File: config.mk
export PLATFORM = sky130hd
export DESIGN_NAME = err_record_bank
export DESIGN_NICKNAME = d
export VERILOG_FILES = /design/src/shared/err_record_pkg.sv /design/src/core/err_record_bank.sv
export SDC_FILE = /design/constraint.sdc
export NUM_CORES = 1
export LEC_CHECK = 0
export BUFFER_PORTS_ARGS = -buffer_cell sky130_fd_sc_hd__buf_4
export CAP_MARGIN = 10
export CORE_AREA = 2 2 232 234
export CTS_BUF_LIST = sky130_fd_sc_hd__clkbuf_8
export CTS_CLUSTER_DIAMETER = 100
export DETAILED_ROUTE_END_ITERATION = 8
export DIE_AREA = 0 0 234 236
export HOLD_SLACK_MARGIN = 0.15
export MAX_ROUTING_LAYER = met4
export PLACE_DENSITY_LB_ADDON = 0.1
export SETUP_SLACK_MARGIN = 0.3
export SLEW_MARGIN = 15
export SYNTH_ARGS = -nofsm -noshare
export SYNTH_HDL_FRONTEND = slang
export SYNTH_SLANG_ARGS = --single-unit
File: constraint.sdc
create_clock -name clk_sys -period 4.8 [get_ports clk_sys]
set_input_delay 0.96 -clock clk_sys [delete_from_list [all_inputs] [get_ports clk_sys]]
set_output_delay 0.96 -clock clk_sys [all_outputs]
set_load 0.02 [all_outputs]
File: src/shared/err_record_pkg.sv
/*
  Constants and carrier types for the error record feature and syndrome
  block: register offsets, capability field positions, access view codes.
  Assumes a single synchronous clock domain and 64-bit register data.
*/
package err_record_pkg;

  // ==========================================================================
  // Memory-mapped layout
  localparam logic [5:0] OFS_FEATURES = 6'h00;
  localparam logic [5:0] OFS_MISC0 = 6'h20;
  localparam int REC_STRIDE_LOG2 = 6;

  // ==========================================================================
  // Capability field positions
  localparam int FR_RP = 15;
  localparam int FR_CEC_LO = 12;
  localparam int FR_CFI_LO = 10;
  localparam int FR_UE_LO = 8;
  localparam int FR_FI_LO = 6;
  localparam int FR_UI_LO = 4;
  localparam int FR_IMP_LO = 2;
  localparam int FR_ED_LO = 0;

  localparam logic [2:0] CEC_NONE = 3'h0;
  localparam logic [2:0] CEC_8BIT = 3'h2;
  localparam logic [2:0] CEC_16BIT = 3'h4;
  localparam logic [1:0] SUP_NONE = 2'h0;
  localparam logic [1:0] SUP_ALWAYS = 2'h1;
  localparam logic [1:0] SUP_ONE_BIT = 2'h2;
  localparam logic [1:0] SUP_SPLIT = 2'h3;

  // ==========================================================================
  // Select window views
  localparam logic [2:0] VIEW_SELECT = 3'h0;
  localparam logic [2:0] VIEW_MISC_LOW = 3'h1;
  localparam logic [2:0] VIEW_MISC_HIGH = 3'h2;
  localparam logic [2:0] VIEW_MISC_FULL = 3'h3;
  localparam logic [2:0] VIEW_FEATURES = 3'h4;

  localparam logic [63:0] MISC0_RESET = 64'h0;

  typedef struct packed {
    logic req;
    logic we;
    logic [11:0] addr;
    logic [63:0] wdata;
  } mm_req_t;

  typedef struct packed {
    logic req;
    logic we;
    logic [2:0] view;
    logic [63:0] wdata;
  } sel_req_t;

endpackage

File: src/core/err_record_bank.sv
/*
  Error record bank: per-node capability register and per-record first
  syndrome register with standard corrected error counters, reached by a
  memory-mapped port and by a selected-record window.
  Assumes inputs synchronous to clk_sys and one request per port per cycle.
*/
`timescale 1ns/100ps
`default_nettype none

module err_record_bank
  import err_record_pkg::*;
#(
  // Number of error records held by this bank.
  parameter int NREC = 4,
  // Records owned by each node; the lowest of each group heads the node.
  parameter int REC_PER_NODE = 2,
  // One bit per record: the record exists in hardware.
  parameter logic [NREC-1:0] IMPL_MASK = '1,
  // One bit per record: the record can count corrected errors.
  parameter logic [NREC-1:0] COUNT_MASK = '1,
  // Standard counter format reported by every implemented node head.
  parameter logic [2:0] CEC_FMT = CEC_16BIT,
  // Second counter beside the corrected counter.
  parameter logic RP_OPT = 1'b0,
  // Control style of fault interrupts on corrected errors.
  parameter logic [1:0] CFI_SUP = SUP_ONE_BIT,
  // Support level of the in-band error response.
  parameter logic [1:0] UE_SUP = SUP_ALWAYS,
  // Support level of the fault handling interrupt.
  parameter logic [1:0] FI_SUP = SUP_ONE_BIT,
  // Support level of the error recovery interrupt.
  parameter logic [1:0] UI_SUP = SUP_SPLIT,
  // Free value returned in capability bits 3 and 2.
  parameter logic [1:0] IMP_BITS = 2'h0,
  // Logging control style of the node head.
  parameter logic [1:0] ED_SUP = SUP_ONE_BIT,
  // Deferred errors not deferred to the requester answer in band.
  parameter logic DEFER_INBAND = 1'b0
) (
  // Clock and reset.
  input wire logic clk_sys,
  input wire logic srst,
  // Memory-mapped port, answered one cycle after each request.
  input wire mm_req_t mm_in,
  output logic mm_ack,
  output logic [63:0] mm_rdata,
  // Selected-record window, answered one cycle after each request.
  input wire sel_req_t sel_in,
  output logic sel_ack,
  output logic [63:0] sel_rdata,
  // Countable error events, one count per high cycle.
  input wire logic [NREC-1:0] ce_event,
  input wire logic [NREC-1:0] ce_repeat,
  // Overflow requests and fixed capability outputs.
  output logic [NREC-1:0] fault_req,
  output logic [7:0] ctl_enable_allowed,
  output logic inband_on_deferred
);

  // ==========================================================================
  // Capability value
  function automatic logic [1:0] cfi_field();
    return (FI_SUP == SUP_NONE) ? SUP_NONE : CFI_SUP;
  endfunction

  function automatic logic [63:0] fr_value();
    logic [63:0] v;
    v = 64'h0;
    v[FR_RP] = (CEC_FMT == CEC_NONE) ? 1'b0 : RP_OPT;
    v[FR_CEC_LO +: 3] = CEC_FMT;
    v[FR_CFI_LO +: 2] = cfi_field();
    v[FR_UE_LO +: 2] = UE_SUP;
    v[FR_FI_LO +: 2] = FI_SUP;
    v[FR_UI_LO +: 2] = UI_SUP;
    v[FR_IMP_LO +: 2] = IMP_BITS;
    v[FR_ED_LO +: 2] = ED_SUP;
    return v;
  endfunction

  localparam logic [63:0] FR_CONST = fr_value();

  // A feature that is absent or always on has no live enable bits.
  function automatic logic [1:0] enables(input logic [1:0] sup);
    case (sup)
      SUP_ONE_BIT: return 2'h1;
      SUP_SPLIT: return 2'h3;
      default: return 2'h0;
    endcase
  endfunction

  // Enable bits per feature: {recovery, fault, in-band, corrected fault}.
  assign ctl_enable_allowed = {enables(UI_SUP), enables(FI_SUP),
                               enables(UE_SUP), enables(cfi_field())};
  assign inband_on_deferred = DEFER_INBAND;

  // ==========================================================================
  // Counter layout
  function automatic logic [63:0] cnt_mask();
    logic [63:0] m;
    m = 64'h0;
    case ({CEC_FMT, RP_OPT})
      {CEC_8BIT, 1'b0}: m[39:32] = 8'hff;
      {CEC_16BIT, 1'b0}: m[47:32] = 16'hffff;
      {CEC_8BIT, 1'b1}: m[47:32] = 16'hffff;
      {CEC_16BIT, 1'b1}: m[63:32] = 32'hffffffff;
      default: m = 64'h0;
    endcase
    return m;
  endfunction

  function automatic logic [63:0] of_mask();
    logic [63:0] m;
    m = 64'h0;
    case ({CEC_FMT, RP_OPT})
      {CEC_8BIT, 1'b0}: m[39] = 1'b1;
      {CEC_16BIT, 1'b0}: m[47] = 1'b1;
      {CEC_8BIT, 1'b1}: m = 64'h0000_8080_0000_0000;
      {CEC_16BIT, 1'b1}: m = 64'h8000_8000_0000_0000;
      default: m = 64'h0;
    endcase
    return m;
  endfunction

  // Bits that belong to counters, and the sticky overflow bits among them.
  // A non-counting record hides the first set; only the second set can
  // raise a fault request.
  localparam logic [63:0] CNT_MASK = cnt_mask();
  localparam logic [63:0] OF_MASK = of_mask();

  // Counter with a sticky overflow bit on top that sets on wrap.
  function automatic logic [15:0] bump16(input logic [15:0] f);
    return {f[15] | (&f[14:0]), f[14:0] + 15'h1};
  endfunction

  function automatic logic [7:0] bump8(input logic [7:0] f);
    return {f[7] | (&f[6:0]), f[6:0] + 7'h1};
  endfunction

  function automatic logic [63:0] count_step(input logic [63:0] m,
                                             input logic rep);
    logic [63:0] r;
    r = m;
    case ({CEC_FMT, RP_OPT})
      {CEC_8BIT, 1'b0}: r[39:32] = bump8(m[39:32]);
      {CEC_16BIT, 1'b0}: r[47:32] = bump16(m[47:32]);
      {CEC_8BIT, 1'b1}: begin
        if (rep) begin
          r[39:32] = bump8(m[39:32]);
        end else begin
          r[47:40] = bump8(m[47:40]);
        end
      end
      {CEC_16BIT, 1'b1}: begin
        if (rep) begin
          r[47:32] = bump16(m[47:32]);
        end else begin
          r[63:48] = bump16(m[63:48]);
        end
      end
      default: r = m;
    endcase
    return r;
  endfunction

  // ==========================================================================
  // Address decode
  localparam int IDX_W = 12 - REC_STRIDE_LOG2;
  localparam int SEL_W = (NREC > 1) ? $clog2(NREC) : 1;

  // One syndrome word per record; the window index keeps the full index
  // width so that out-of-range selections read as zero.
  logic [63:0] misc_q [NREC];
  logic [IDX_W-1:0] sel_idx_q;

  wire [IDX_W-1:0] mm_idx = mm_in.addr[11:REC_STRIDE_LOG2];
  wire [5:0] mm_ofs = mm_in.addr[REC_STRIDE_LOG2-1:0];
  wire mm_is_fr = (mm_ofs == OFS_FEATURES);
  wire mm_is_misc = (mm_ofs == OFS_MISC0);
  wire mm_in_range = (mm_idx < IDX_W'(NREC));
  wire sel_in_range = (sel_idx_q < IDX_W'(NREC));
  wire [SEL_W-1:0] mm_rec = SEL_W'(mm_idx);
  wire [SEL_W-1:0] sel_rec = SEL_W'(sel_idx_q);

  // Record features come from the first record of the node.
  function automatic logic [63:0] fr_read(input int idx);
    if ((idx % REC_PER_NODE) == 0 && IMPL_MASK[idx]) begin
      return FR_CONST;
    end
    return 64'h0;
  endfunction

  function automatic logic [63:0] misc_read(input logic [63:0] v,
                                            input int idx);
    if (!IMPL_MASK[idx]) begin
      return 64'h0;
    end
    return COUNT_MASK[idx] ? v : (v & ~CNT_MASK);
  endfunction

  wire [63:0] mm_misc_rd = mm_in_range ?
                           misc_read(misc_q[mm_rec], int'(mm_rec)) : 64'h0;
  wire [63:0] mm_fr_rd = mm_in_range ? fr_read(int'(mm_rec)) : 64'h0;
  wire [63:0] mm_rd_d = mm_is_misc ? mm_misc_rd :
                        (mm_is_fr ? mm_fr_rd : 64'h0);

  wire [63:0] sel_misc = sel_in_range ?
                         misc_read(misc_q[sel_rec], int'(sel_rec)) : 64'h0;
  wire [63:0] sel_fr = sel_in_range ? fr_read(int'(sel_rec)) : 64'h0;
  logic [63:0] sel_rd_d;
  always_comb begin
    case (sel_in.view)
      VIEW_SELECT: sel_rd_d = 64'(sel_idx_q);
      VIEW_MISC_LOW: sel_rd_d = {32'h0, sel_misc[31:0]};
      VIEW_MISC_HIGH: sel_rd_d = {32'h0, sel_misc[63:32]};
      VIEW_MISC_FULL: sel_rd_d = sel_misc;
      VIEW_FEATURES: sel_rd_d = sel_fr;
      default: sel_rd_d = 64'h0;
    endcase
  end

  // Writes to the capability offset, to unmapped offsets and to absent
  // records fall through here and are still acknowledged.
  wire mm_misc_wr = mm_in.req && mm_in.we && mm_is_misc && mm_in_range;
  wire sel_misc_wr = sel_in.req && sel_in.we && sel_in_range &&
                     (sel_in.view == VIEW_MISC_LOW ||
                      sel_in.view == VIEW_MISC_HIGH ||
                      sel_in.view == VIEW_MISC_FULL);
  wire sel_idx_wr = sel_in.req && sel_in.we && (sel_in.view == VIEW_SELECT);

  // ==========================================================================
  // Per-record syndrome storage
  for (genvar n = 0; n < NREC; n++) begin : g_rec
    localparam logic CNT_EN = IMPL_MASK[n] & COUNT_MASK[n];
    wire hit_mm = mm_misc_wr && (mm_rec == SEL_W'(n));
    wire hit_sel = sel_misc_wr && (sel_rec == SEL_W'(n)) && !hit_mm;
    logic [63:0] wr_val;
    logic [63:0] base;
    logic [63:0] misc_d;
    always_comb begin
      case (sel_in.view)
        VIEW_MISC_LOW: wr_val = {misc_q[n][63:32], sel_in.wdata[31:0]};
        VIEW_MISC_HIGH: wr_val = {sel_in.wdata[31:0], misc_q[n][31:0]};
        default: wr_val = sel_in.wdata;
      endcase
      // Writing zero clears counters and overflow, dropping the request.
      base = hit_mm ? mm_in.wdata : (hit_sel ? wr_val : misc_q[n]);
      // A count arriving with a write lands on the written value.
      misc_d = (ce_event[n] && CNT_EN) ? count_step(base, ce_repeat[n]) : base;
      if (!IMPL_MASK[n]) begin
        misc_d = 64'h0;
      end else if (!CNT_EN) begin
        misc_d = misc_d & ~CNT_MASK;
      end
    end

    always_ff @(posedge clk_sys) begin
      if (srst) begin
        misc_q[n] <= MISC0_RESET;
      end else begin
        misc_q[n] <= misc_d;
      end
    end

    // Only a counting record can raise a fault request, from overflow.
    assign fault_req[n] = CNT_EN && |(misc_q[n] & OF_MASK);
  end

  // ==========================================================================
  // Bus answers
  // Every request is acknowledged one cycle later whatever it hit.
  // Read data is zero on writes and idle cycles, so a stale word never
  // appears beside an acknowledge.
  // A new window index applies from the request after the one that wrote it.
  always_ff @(posedge clk_sys) begin
    if (srst) begin
      sel_idx_q <= '0;
      mm_ack <= 1'b0;
      mm_rdata <= 64'h0;
      sel_ack <= 1'b0;
      sel_rdata <= 64'h0;
    end else begin
      if (sel_idx_wr) begin
        sel_idx_q <= sel_in.wdata[IDX_W-1:0];
      end
      mm_ack <= mm_in.req;
      mm_rdata <= (mm_in.req && !mm_in.we) ? mm_rd_d : 64'h0;
      sel_ack <= sel_in.req;
      sel_rdata <= (sel_in.req && !sel_in.we) ? sel_rd_d : 64'h0;
    end
  end

endmodule

`default_nettype wire

Word level (Yosys, flattened, before mapping)
Memory sizes are Yosys's and may differ from the RTL's. A register that Yosys moved wholly into a read port is not among the register bits.
Cells that the tools add are included.
{"block": "word_totals", "reg_bits": 136, "mem_bits_rw": 256, "inputBits": 157, "output_inout_bits": 143, "wordCells": 122, "mem_count": 1}
{"block": "classes", "add_sub_neg": 4, "magnitude_cmp": 4, "n_eq_ne": 11, "n_mux": 44, "n_bitwise": 10, "n_reduce_logical": 43}
{"memory": "misc_q", "depth": 4, "width": 64, "read_ports": 6, "rd_ports_with_merged_regs": 1, "wr": 4, "line": "err_record_bank.sv:172", "source": "logic [63:0] misc_q [NREC];"}
{"op": "64-bit 2-to-1 mux", "n": 24}
{"op": "64-bit one-hot mux with 2 select lines", "n": 4}
{"op": "64-bit one-hot mux with 5 select lines", "n": 1}
{"op": "48-bit 2-to-1 mux", "n": 4}
{"op": "32-bit zero test", "n": 2}
{"op": "15-bit by 1-bit adder with 15-bit output, second input constant", "n": 4}
{"op": "15-bit AND reduction", "n": 4}
{"op": "1-bit logical AND", "n": 23}
{"op": "6-bit by 3-bit less-than comparator with 1-bit output, second input constant", "n": 2}
{"op": "2-bit == test, second input constant", "n": 4}
{"op": "1-bit bitwise OR", "n": 8}
{"op": "1-bit 2-to-1 mux", "n": 7}
{"op": "3-bit by 2-bit == test with 1-bit output, second input constant", "n": 2}
{"op": "6-bit == test, second input constant", "n": 1}
{"op": "1-bit zero test", "n": 6}
{"op": "6-bit zero test", "n": 1}
{"op": "2-bit by 3-bit less-than comparator with 1-bit output, second input constant", "n": 2}
{"op": "1-bit binary-select mux with 2-bit select", "n": 2}
{"op": "2-bit by 1-bit == test with 1-bit output, second input constant", "n": 2}
{"op": "2-bit zero test", "n": 2}
{"op": "2-bit 2-to-1 mux", "n": 2}
{"op": "2-bit OR reduction", "n": 2}
{"op": "3-bit by 1-bit == test with 1-bit output, second input constant", "n": 1}
{"op": "3-bit == test, second input constant", "n": 1}
{"op": "3 further kinds", "n": 5}

Depth between registers and ports, before layout
Gate-level depths: netlist (run 1).
{"block": "logic_depth", "ltp_word": 12, "mapped_depth": 14}

Worst setup path after synthesis (run 1)
No wires, ideal clock.
{"block": "synth_path", "path_kind": "input -> register", "startpoint": "in mm_in[75] (netlist name)", "endpoint": "mem misc_q[2][46]", "arrival_time_ns": 3.751, "t_required_ns": 4.681, "slack_ns": 0.930, "stages": 12, "path_cell_list": "nor4_2 and3_1 and2_1 clkbuf_1 a221oi_1 nor2_1 ha_1 nand2_1 nor3_1 nand2_1 or4_4 mux2i_1"}
{"item": "from (decl)", "line": "err_record_bank.sv:44", "source": "input wire mm_req_t mm_in,"}
{"item": "to (decl)", "line": "err_record_bank.sv:172"}

==> results.py, run 1 <==
metrics = {
    "clock_network": {
        "cts-root-buf": "clkbuf_8",
        "ctsHoldBuffers": 0,
        "cts.clk_slew.worst_paths_ps": 60,
        "clk_latency_ps": 670,
        "postCtsResizedCells": 0,
        "tritoncts": "yes",
        "clock_sinks": 394,
        "post-cts-setup-buffers": 0,
        "numCtsBuffers": 74,
        "clock_path_buffers": 3,
        "cts.htree.levels": 3,
    },
    "global_routing": {
        "gr-usage-met3_pct": 5.102,
        "gr-total-overflow": 0,
        "grt.met2_usage_pct": 46.71,
        "antenna_found_initial": 5,
        "gr-usage-met1_pct": 42.87,
        "grt_max_degree": 156,
        "grt_pass1_wl_um": 126900,
        "track_usage_pct": 31.92,
        "top_usage_layer": "met2",
        "grt_pass1_vias": 18980,
    },
    "die": {
        "fp.dieW_um": 234,
        "ios": 300,
        "die_h_um": 236,
        "die_area_um2": 55220,
        "core-area_um2": 53070,
        "initial_utilization_pct": 39.22,
        "row_count": 85,
    },
    "sta": {
        "period_share_pct": 78.75,
        "setup_viol": 0,
        "layout_setup_ws_ps": 1020,
        "slew-limit-headroom_pct": 21.54,
        "worst_slew_pin_slew_ps": 1177,
        "fin_skew_ps": 38.38,
        "rsz0062_at_grt": "false",
        "setup-tns-final_ps": 0,
        "final.min_clock_period_ps": 3780,
        "clock.fmax_ghz": 0.2646,
        "hold_viol": 0,
        "maxSlewViolCount": 0,
    },
    "placement": {
        "gp_congestion": 0.9138,
        "hpwl_um": 57910,
        "dp_cells": 3028,
        "dp_slack_ps": 432.7,
        "port_buffers": 286,
        "dpl-instance-area_um2": 23550,
    },
    "cells_and_area": {
        "drive_gt1_share_pct": 25.71,
        "design_area_um2": 25060,
        "num-nets-final": 2569,
        "stdcell_count": 3154,
        "fin_util_pct": 47.21,
        "syn2layout_area_growth_pct": 20.36,
    },
    "pwr": {
        "vdd_drop_max_uv": 161.3,
        "powerDensity_nw_per_um2": 296.3,
        "p_leak_nw": 9.673,
    },
    "synthesis": {
        "synth_area_per_cell_um2": 9.462,
        "async_flop_share_pct": 0,
        "synth_edf_count": 0,
        "ys.flop_type": "dfxtp_1",
        "synthTopCellsByArea": "dfxtp_1, mux4_2, mux2i_1, nor2_1, a211oi_1",
        "synth_common_cells": "dfxtp_1, nor2_1, clkbuf_1",
        "synth.distinct_cells": 79,
        "synth-seq-cells": 394,
        "yosys.area.top_type": "dfxtp_1",
        "yosys_warnings": 0,
        "netlist_instances": 2200,
        "synth_area_um2": 20820,
        "synth_most_common_cell": "dfxtp_1",
        "synth_top_area_share_pct": 37.89,
        "ys_seq_area_share_pct": 37.89,
    },
    "routing": {
        "routed_wl_um": 86910,
        "drtIter0Drc": 2413,
        "ant_nets": 0,
        "wl_per_cell_um": 27.55,
        "via_per_inst": 6.222,
        "drcViolationCount": 0,
        "drtPass1Iterations": 8,
        "vias": 19630,
    },
    "critical_path": {
        "worstSetupStartpointType": "input pin",
        "crit_path_end_kind": "flop",
        "path_class": "in2reg",
        "worstPathCellList": "buf_4 > nor4b_2 > and3_1 > nand2_4 > buf_4 > nor3_1 > a31o_2 > nand4_1 > nor3_1 > mux2_2",
        "critPathMaxStageDelay_ps": 510,
        "arrival_ps": 4310,
        "required_ps": 5330,
        "crit_fanout": 76,
        "cp_slowest_cell": "nor3_1",
    },
    "worst_hold_path": {
        "hold_class": "reg2reg",
    },
    "outcome": {
        "outcome": "finished clean",
    },
    "job": {
        "maxCapViolations": 0,
    },
}
==> area by class of cell <==
| class | count | area, µm² |
|---|---|---|
| repair buffers | 354 | 2714 |
| diodes | 4 | 10.01 |
| clock buffers | 95 | 1308 |
| fillers | 4994 | 28010 |
| multi-input cells | 1571 | 12020 |
| inverters | 13 | 48.80 |
| flip-flops and latches | 394 | 7895 |
| well taps | 696 | 870.8 |
| clock inverters | 27 | 191.4 |
==> where the power goes <==
| part | total (mW) | internal, mW | switching, mW |
|---|---|---|---|
| registers | 3.33 | 3.30 | 0.0293 |
| logic | 0.677 | 0.247 | 0.429 |
| clock network | 3.42 | 1.92 | 1.50 |
==> state kept, by name (all words and copies together), names as in the netlist, named ones only <==
signal and flops:
misc_q 256, mm_rdata 64, sel_rdata 64, sel_idx_q 6
mm_ack 1, sel_ack 1
==> final timing paths <==
| path | start | cells after the start | slack [ps] | endpoint |
|---|---|---|---|---|
| setup / recovery | mm_in[65] | 10 | 1020 | misc_q[0][46] |
| hold / removal | misc_q[3][13] | 2 | 510 | misc_q[3][13] |
| setup reg to reg | sel_idx_q[5] | 11 | 1130 | misc_q[0][46] |
| hold reg to reg | misc_q[3][13] | 2 | 510 | misc_q[3][13] |
==> critical path: cells and delay by family <==
| kind | cells | cell delay, ps |
|---|---|---|
| AND/OR/NAND/NOR | 6 | 2200 |
| multiplexers | 1 | 380 |
| buffers and inverters | 2 | 600 |
| AO/OA/AOI/OAI | 1 | 160 |
==> cell families after synthesis <==
logic type / Yosys count / synth area share (%)
AO/OA/AOI/OAI: 490 / 17.12
XOR/XNOR: 35 / 1.473
adder cells (fa/ha/maj): 4 / 0.2404
buffers and inverters: 242 / 4.766
flip-flops: 394 / 37.89
multiplexers: 265 / 19.90
other: 2 / 0.03608
AND/OR/NAND/NOR: 768 / 18.57
==> stage by stage <==
step           hold slack [ps]  total power [mW]
2_1_floorplan            481.5             3.721
3_3_place_gp             500.1             4.051
3_5_place_dp             503.1             4.057
4_1_cts                  492.4             7.442
5_1_grt                  545.4             7.638
6_report                 514.0             7.423
==> cell usage in the layout (no fill, tap or decap), drive strengths merged, types with 13 or more instances in the layout <==
master  synthesis  layout
dfxtp         394     394
buf            50     353
nor2          334     334
a211oi        140     140
mux2i         137     137
nand2         120     120
mux4          118     118
clkbuf        179      96
o21ai          76      76
a221oi         69      69
and3           66      66
nor3           60      60
a21oi          57      57
nor3b          37      37
inv            13      32
nor2b          30      30
nand3          25      25
a22oi          24      24
a32oi          22      22
xnor2          22      22
nand4          19      19
a311oi         19      19
xor2           13      13
==> layer usage <==
layer	vias up	wire, µm
met1	9710	36910
met4	0	4063
met3	195	7014
met2	1031	38920
li1	8689	-
met5	-	0
Note: power is estimated with default switching activity, not from simulation.
==> run 2, diff against run 1 <==
==> constraint.sdc (replaced) <==
create_clock -name clk_sys -period 3.5 [get_ports clk_sys]
set_input_delay 0.7 -clock clk_sys [delete_from_list [all_inputs] [get_ports clk_sys]]
set_output_delay 0.7 -clock clk_sys [all_outputs]
set_load 0.02 [all_outputs]
==> run 2 against run 1 <==
Effect of this change: core utilization grew 1.7 points; highest routed layer unchanged; largest cell class unchanged; clock power rose by 58%; sequential cell count did not move.
==> results.py, run 2 (synthesis gave the netlist of run 1 again) <==
metrics = {
    "critical_path": {
        "critPathMaxStageDelay_ps": 630,
        "timing.critical_path.from": "sel_idx_q[5]",
        "crit_path_end_kind": "flop",
        "r2r_start": "sel_idx_q[5]",
        "required_ps": 4040,
        "worstPathCellList": "or4_4 > nor4_4 > buf_4 > nand2_1 > a31oi_2 > ha_2 > nand2_1 > nor2_1 > a31o_2 > nand4_1 > buf_6 > nor3_4 > mux2_2",
        "crit_family": "simple AND/OR/NAND/NOR gates",
        "cp_slowest_cell": "or4_4",
        "reg2reg_slack_ps": 370,
        "arrival_ps": 3670,
        "cpMostUsedCell": "nand2_1",
        "worstSetupStartpointType": "flop",
        "crit_buf_inv": 2,
        "crit_fanout": 6,
        "path_class": "reg2reg",
    },
    "global_routing": {
        "grt_pass1_vias": 19050,
        "grt_pass1_wl_um": 126800,
        "grt_max_degree": 132,
        "gr-total-overflow": 0,
        "track_usage_pct": 31.89,
        "antenna_found_initial": 7,
    },
    "worst_hold_path": {
        "hold_class": "in2reg",
        "min_from": "mm_in[77]",
    },
    "cells_and_area": {
        "largest_registers": "misc_q (256), mm_rdata (64), sel_rdata (64)",
        "multi_input_area_um2": 12130,
        "largest_reg_flops": 256,
        "seqCellArea_um2": 7896,
        "drive_gt1_share_pct": 28.69,
        "final_common_cell": "buf_4",
        "nFillCells": 4975,
        "largest-register": "misc_q",
        "num-nets-final": 2624,
        "final_cell_mix": "buf_4, dfxtp_1, nor2_1, a211oi_1, mux2i_1",
        "stdcell_count": 3222,
        "syn2layout_area_growth_pct": 24.78,
    },
    "sta": {
        "rsz0062_at_grt": "true",
        "slew-limit-headroom_pct": 34.43,
        "fin_skew_ps": 42.72,
        "hold_viol": 0,
        "worst_slew_pin_slew_ps": 983.6,
        "final.min_clock_period_ps": 3128,
        "fin_hold_ws_ps": 271.4,
        "setup-tns-final_ps": 0,
        "clock.fmax_ghz": 0.3197,
        "setup_viol": 0,
        "period_share_pct": 89.36,
        "maxSlewViolCount": 0,
    },
    "placement": {
        "hpwl_um": 59710,
        "dp_cells": 3077,
        "gp_congestion": 0.9287,
        "port_buffers": 286,
    },
    "outcome": {
        "outcome": "finished clean",
    },
    "pwr": {
        "p_leak_nw": 10.10,
        "total_power_mw": 10.97,
        "vdd_drop_max_uv": 231.1,
        "powerDensity_nw_per_um2": 422.2,
    },
    "routing": {
        "drtIter0Drc": 1992,
        "wl_per_cell_um": 26.95,
        "routed_wl_um": 86830,
        "drcViolationCount": 0,
        "via_per_inst": 6.088,
        "vias": 19620,
        "ant_nets": 0,
        "drtPass1Iterations": 6,
    },
    "die": {
        "core-area_um2": 53070,
        "row_count": 85,
        "initial_utilization_pct": 39.22,
        "fp.dieW_um": 234,
        "ios": 300,
        "die_area_um2": 55220,
        "die_h_um": 236,
    },
    "clock_network": {
        "numCtsBuffers": 74,
        "clock_sinks": 394,
        "clk_latency_ps": 680,
        "tritoncts": "yes",
        "cts.htree.levels": 3,
        "cts-root-buf": "clkbuf_8",
        "cts.clk_slew.worst_paths_ps": 60,
        "ctsHoldBuffers": 0,
        "clock_path_buffers": 3,
    },
    "job": {
        "maxCapViolations": 0,
    },
}
## run 2: metrics by stage
step           util [%]  setup WS, ps  area [µm²]
2_1_floorplan         -         231.2       20920
3_3_place_gp      45.36         70.56       24070
3_5_place_dp      45.36         59.36       24070
4_1_cts           48.82         301.0       25910
5_1_grt           48.93         219.8       25970
6_report          48.94         372.4       25970
## run 2: final timing paths
check	endpoint	cells past startpoint
setup / recovery	misc_q[0][46]	13
hold / removal	mm_ack	2
setup reg to reg	misc_q[0][46]	13
hold reg to reg	misc_q[3][5]	2
## run 2: metal layers
metal	global-route usage, %	up-vias	share of wire, %
li1	-	8805	-
met1	42.87	9711	42
met2	48.55	951	46
met3	4.678	149	7.9
met4	11.80	0	3.5
met5	-	-	0
## run 2: layout make-up
| type | instances | area share [%] |
|---|---|---|
| clock inverter | 39 | 1.859 |
| timing repair buffer | 409 | 12.45 |
| sequential | 394 | 30.40 |
| inverter | 13 | 0.1879 |
| antenna | 6 | 0.05780 |
| multi-input combinational | 1571 | 46.71 |
| tap | 696 | 3.353 |
| clock buffer | 94 | 4.981 |
## run 2: repair_timing
item | in CTS | in global routing
pin swaps | 4 | 5
gates cloned | 0 | 0
setup buffers | 4 | 2
endpoints found under the setup margin | 17 | 14
gates resized for setup | 6 | 10
## run 2: report_power, final
part           total [mW]  internal, mW  leakage, nW  switching [mW]
logic               0.979         0.376         5.97           0.602
clock network        5.42          3.25        0.947            2.17
registers            4.57          4.52         3.18          0.0441
==> run 3, diff against run 2 <==
==> constraint.sdc (replaced) <==
create_clock -name clk_sys -period 2.99 [get_ports clk_sys]
set_input_delay 0.598 -clock clk_sys [delete_from_list [all_inputs] [get_ports clk_sys]]
set_output_delay 0.598 -clock clk_sys [all_outputs]
set_load 0.02 [all_outputs]
==> run 3 against run 2 <==
Effect of this change: the run now ends with negative setup slack left; combinational power grew 34%; die area is the same; register-to-register slack lost 440 ps; sequential cell count is the same; setup slack lost 440 ps; critical path depth is the same; non-clock buffer count grew 181; worst hold slack lost 65 ps; design area grew 8.2%; largest cell class unchanged; highest routed layer unchanged.
==> results.py, run 3 (synthesis gave the netlist of run 1 again) <==
metrics = {
    "placement": {
        "dpl-instance-area_um2": 25260,
        "dp_cells": 3201,
        "gp_congestion": 0.9632,
        "hpwl_um": 61410,
        "port_buffers": 286,
    },
    "clock_network": {
        "tritoncts": "yes",
        "cts.clk_slew.worst_paths_ps": 60,
        "clk_latency_ps": 680,
        "cts.htree.levels": 3,
        "cts-root-buf": "clkbuf_8",
        "clock_sinks": 394,
        "clock_path_buffers": 3,
        "numCtsBuffers": 72,
    },
    "pwr": {
        "p_comb_share_pct": 11.1,
        "powerDensity_nw_per_um2": 418.6,
        "p_clk_share_pct": 43.5,
        "total_power_mw": 11.76,
        "switchingPower_mw": 3.280,
        "seq_power_share_pct": 45.4,
        "internal_power_mw": 8.484,
        "swShare_pct": 27.88,
        "p_leak_nw": 11.24,
        "vdd_drop_max_uv": 273.5,
    },
    "sta": {
        "fin_skew_ps": 30.15,
        "clock.fmax_ghz": 0.3273,
        "setup-tns-final_ps": -73.17,
        "hold_viol": 0,
        "worst_slew_pin_slew_ps": 971.6,
        "setup_viol": 2,
        "slew-limit-headroom_pct": 35.23,
        "period_share_pct": 102.2,
        "final.min_clock_period_ps": 3056,
        "layout_setup_ws_ps": -65.65,
        "maxSlewViolCount": 0,
        "rsz0062_at_grt": "true",
    },
    "worst_hold_path": {
        "hold_class": "in2reg",
        "hold_end": "sel_ack",
        "hold_depth": 2,
        "min_from": "srst",
    },
    "routing": {
        "vias": 20580,
        "drtIter0Drc": 1946,
        "via_per_inst": 6.059,
        "drcViolationCount": 0,
        "drtPass1Iterations": 5,
        "wl_per_cell_um": 26.24,
        "ant_nets": 0,
        "routed_wl_um": 89100,
    },
    "outcome": {
        "violations": "negative setup slack",
        "outcome": "finished, violations left",
    },
    "die": {
        "initial_utilization_pct": 39.22,
        "ios": 300,
        "fp.dieW_um": 234,
        "die_h_um": 236,
        "die_area_um2": 55220,
        "core-area_um2": 53070,
        "row_count": 85,
    },
    "critical_path": {
        "critPathMaxStageDelay_ps": 570,
        "path_class": "reg2reg",
        "crit_fanout": 6,
        "reg2reg_depth": 13,
        "cp_slowest_cell": "or4_4",
        "rr_endpoint": "misc_q[3][44]",
        "required_ps": 3520,
        "worstPathCellList": "buf_4 > buf_6 > nor4_4 > buf_6 > buf_12 > buf_12 > and3_4 > a22oi_2 > or4_4 > a21oi_4 > nand4b_1 > xnor2_1 > nor2_1",
        "r2r_start": "sel_idx_q[4]",
        "crit_path_end_kind": "flop",
        "worstSetupStartpointType": "flop",
        "reg2reg_slack_ps": -70,
        "arrival_ps": 3590,
    },
    "cells_and_area": {
        "stdcell_count": 3396,
        "nFillCells": 4830,
        "multi_input_area_um2": 12940,
        "largest-register": "misc_q",
        "seqCellArea_um2": 7900,
        "num-nets-final": 2803,
        "largest_reg_flops": 256,
        "syn2layout_area_growth_pct": 35.01,
        "design_area_um2": 28100,
        "final_common_cell": "buf_4",
        "fin_util_pct": 52.96,
        "final_cell_mix": "buf_4, dfxtp_1, nor2_1, mux2i_1, a211oi_1",
        "drive_gt1_share_pct": 37.27,
        "largest_registers": "misc_q (256), mm_rdata (64), sel_rdata (64)",
    },
    "global_routing": {
        "grt_pass1_vias": 20010,
        "antenna_found_initial": 6,
        "grt_max_degree": 164,
        "gr-total-overflow": 0,
        "track_usage_pct": 32.44,
        "grt_pass1_wl_um": 130000,
    },
    "job": {
        "maxCapViolations": 0,
    },
}
run 3: changes by cell type in the layout (fill, tap and decap cells not counted), moves of 8 or more:
cell,change
buf_6,+23
nand2_1,-8
a221oi_1,-28
buf_4,+138
inv_1,+15
a21oi_2,+10
bufinv_16,-11
o21ai_2,+10
a21oi_1,-11
nand3_1,-9
buf_12,+16
o21ai_0,-16
a221oi_2,+25
run 3: how the worst max path moves through the flow:
stage                 startpoint            end  slack (ps)  cells after the start
floorplan           sel_idx_q[5]  misc_q[2][46]        -310                     12
global placement      sel_in[66]  misc_q[0][46]        -260                     13
detailed placement    sel_in[66]  misc_q[0][46]        -300                     13
CTS                 sel_idx_q[4]  misc_q[0][46]         -50                     11
global route        sel_idx_q[4]  misc_q[3][44]         -90                     13
finish              sel_idx_q[4]  misc_q[3][44]         -70                     13
run 3: area by class of cell:
| cell class | count | share of cell area, % |
|---|---|---|
| Sequential cell | 394 | 28.11 |
| Timing Repair Buffer | 590 | 17.61 |
| Inverter | 13 | 0.1736 |
| Clock buffer | 87 | 4.261 |
| Tap cell | 696 | 3.099 |
| Clock inverter | 39 | 0.6678 |
| Multi-Input combinational cell | 1571 | 46.03 |
| Antenna cell | 6 | 0.05342 |
run 3: stage by stage:
step | hold slack [ps] | worst slack (ps)
after detailed placement | 504.5 | -296.9
after global routing | 213.3 | -94.01
final | 206.4 | -65.65
after global placement | 494.2 | -261.5
after floorplan | 480.3 | -308.4
after CTS | 176.0 | -49.79
run 3: what timing repair did:
item,in CTS,in global routing
gates resized for setup,102,88
hold endpoints to repair,1,0
buffers inserted,39,20
gates cloned,2,1
hold buffers,1,0
pin swaps,56,68
endpoints found under the setup margin,63,72
run 3: critical path: cells and delay by family (launching register included):
kind / cells / cell delay (ps)
AOI/OAI and AO/OA: 2 / 410
buffers and inverters: 5 / 600
and+or+nand+nor: 5 / 1360
DFF: 1 / 330
xor gates and xnor gates: 1 / 210
run 3: power groups by stage:
| stage | clock network (mW) | registers [mW] | logic [mW] |
|---|---|---|---|
| floorplan | 0 | 5.43 | 0.557 |
| global placement | 0 | 5.45 | 1.18 |
| detailed placement | 0 | 5.45 | 1.19 |
| CTS | 5.20 | 5.34 | 1.26 |
| global route | 5.41 | 5.34 | 1.37 |
| finish | 5.11 | 5.34 | 1.31 |
run 3: per-layer routing:
| layer | share of wire [%] | up-vias | GRT usage (%) |
|---|---|---|---|
| met2 | 46 | 1039 | 49.59 |
| li1 | - | 9163 | - |
| met4 | 4.1 | 0 | 13.37 |
| met3 | 8.3 | 190 | 5.730 |
| met1 | 42 | 10180 | 42.29 |
| met5 | 0 | - | - |
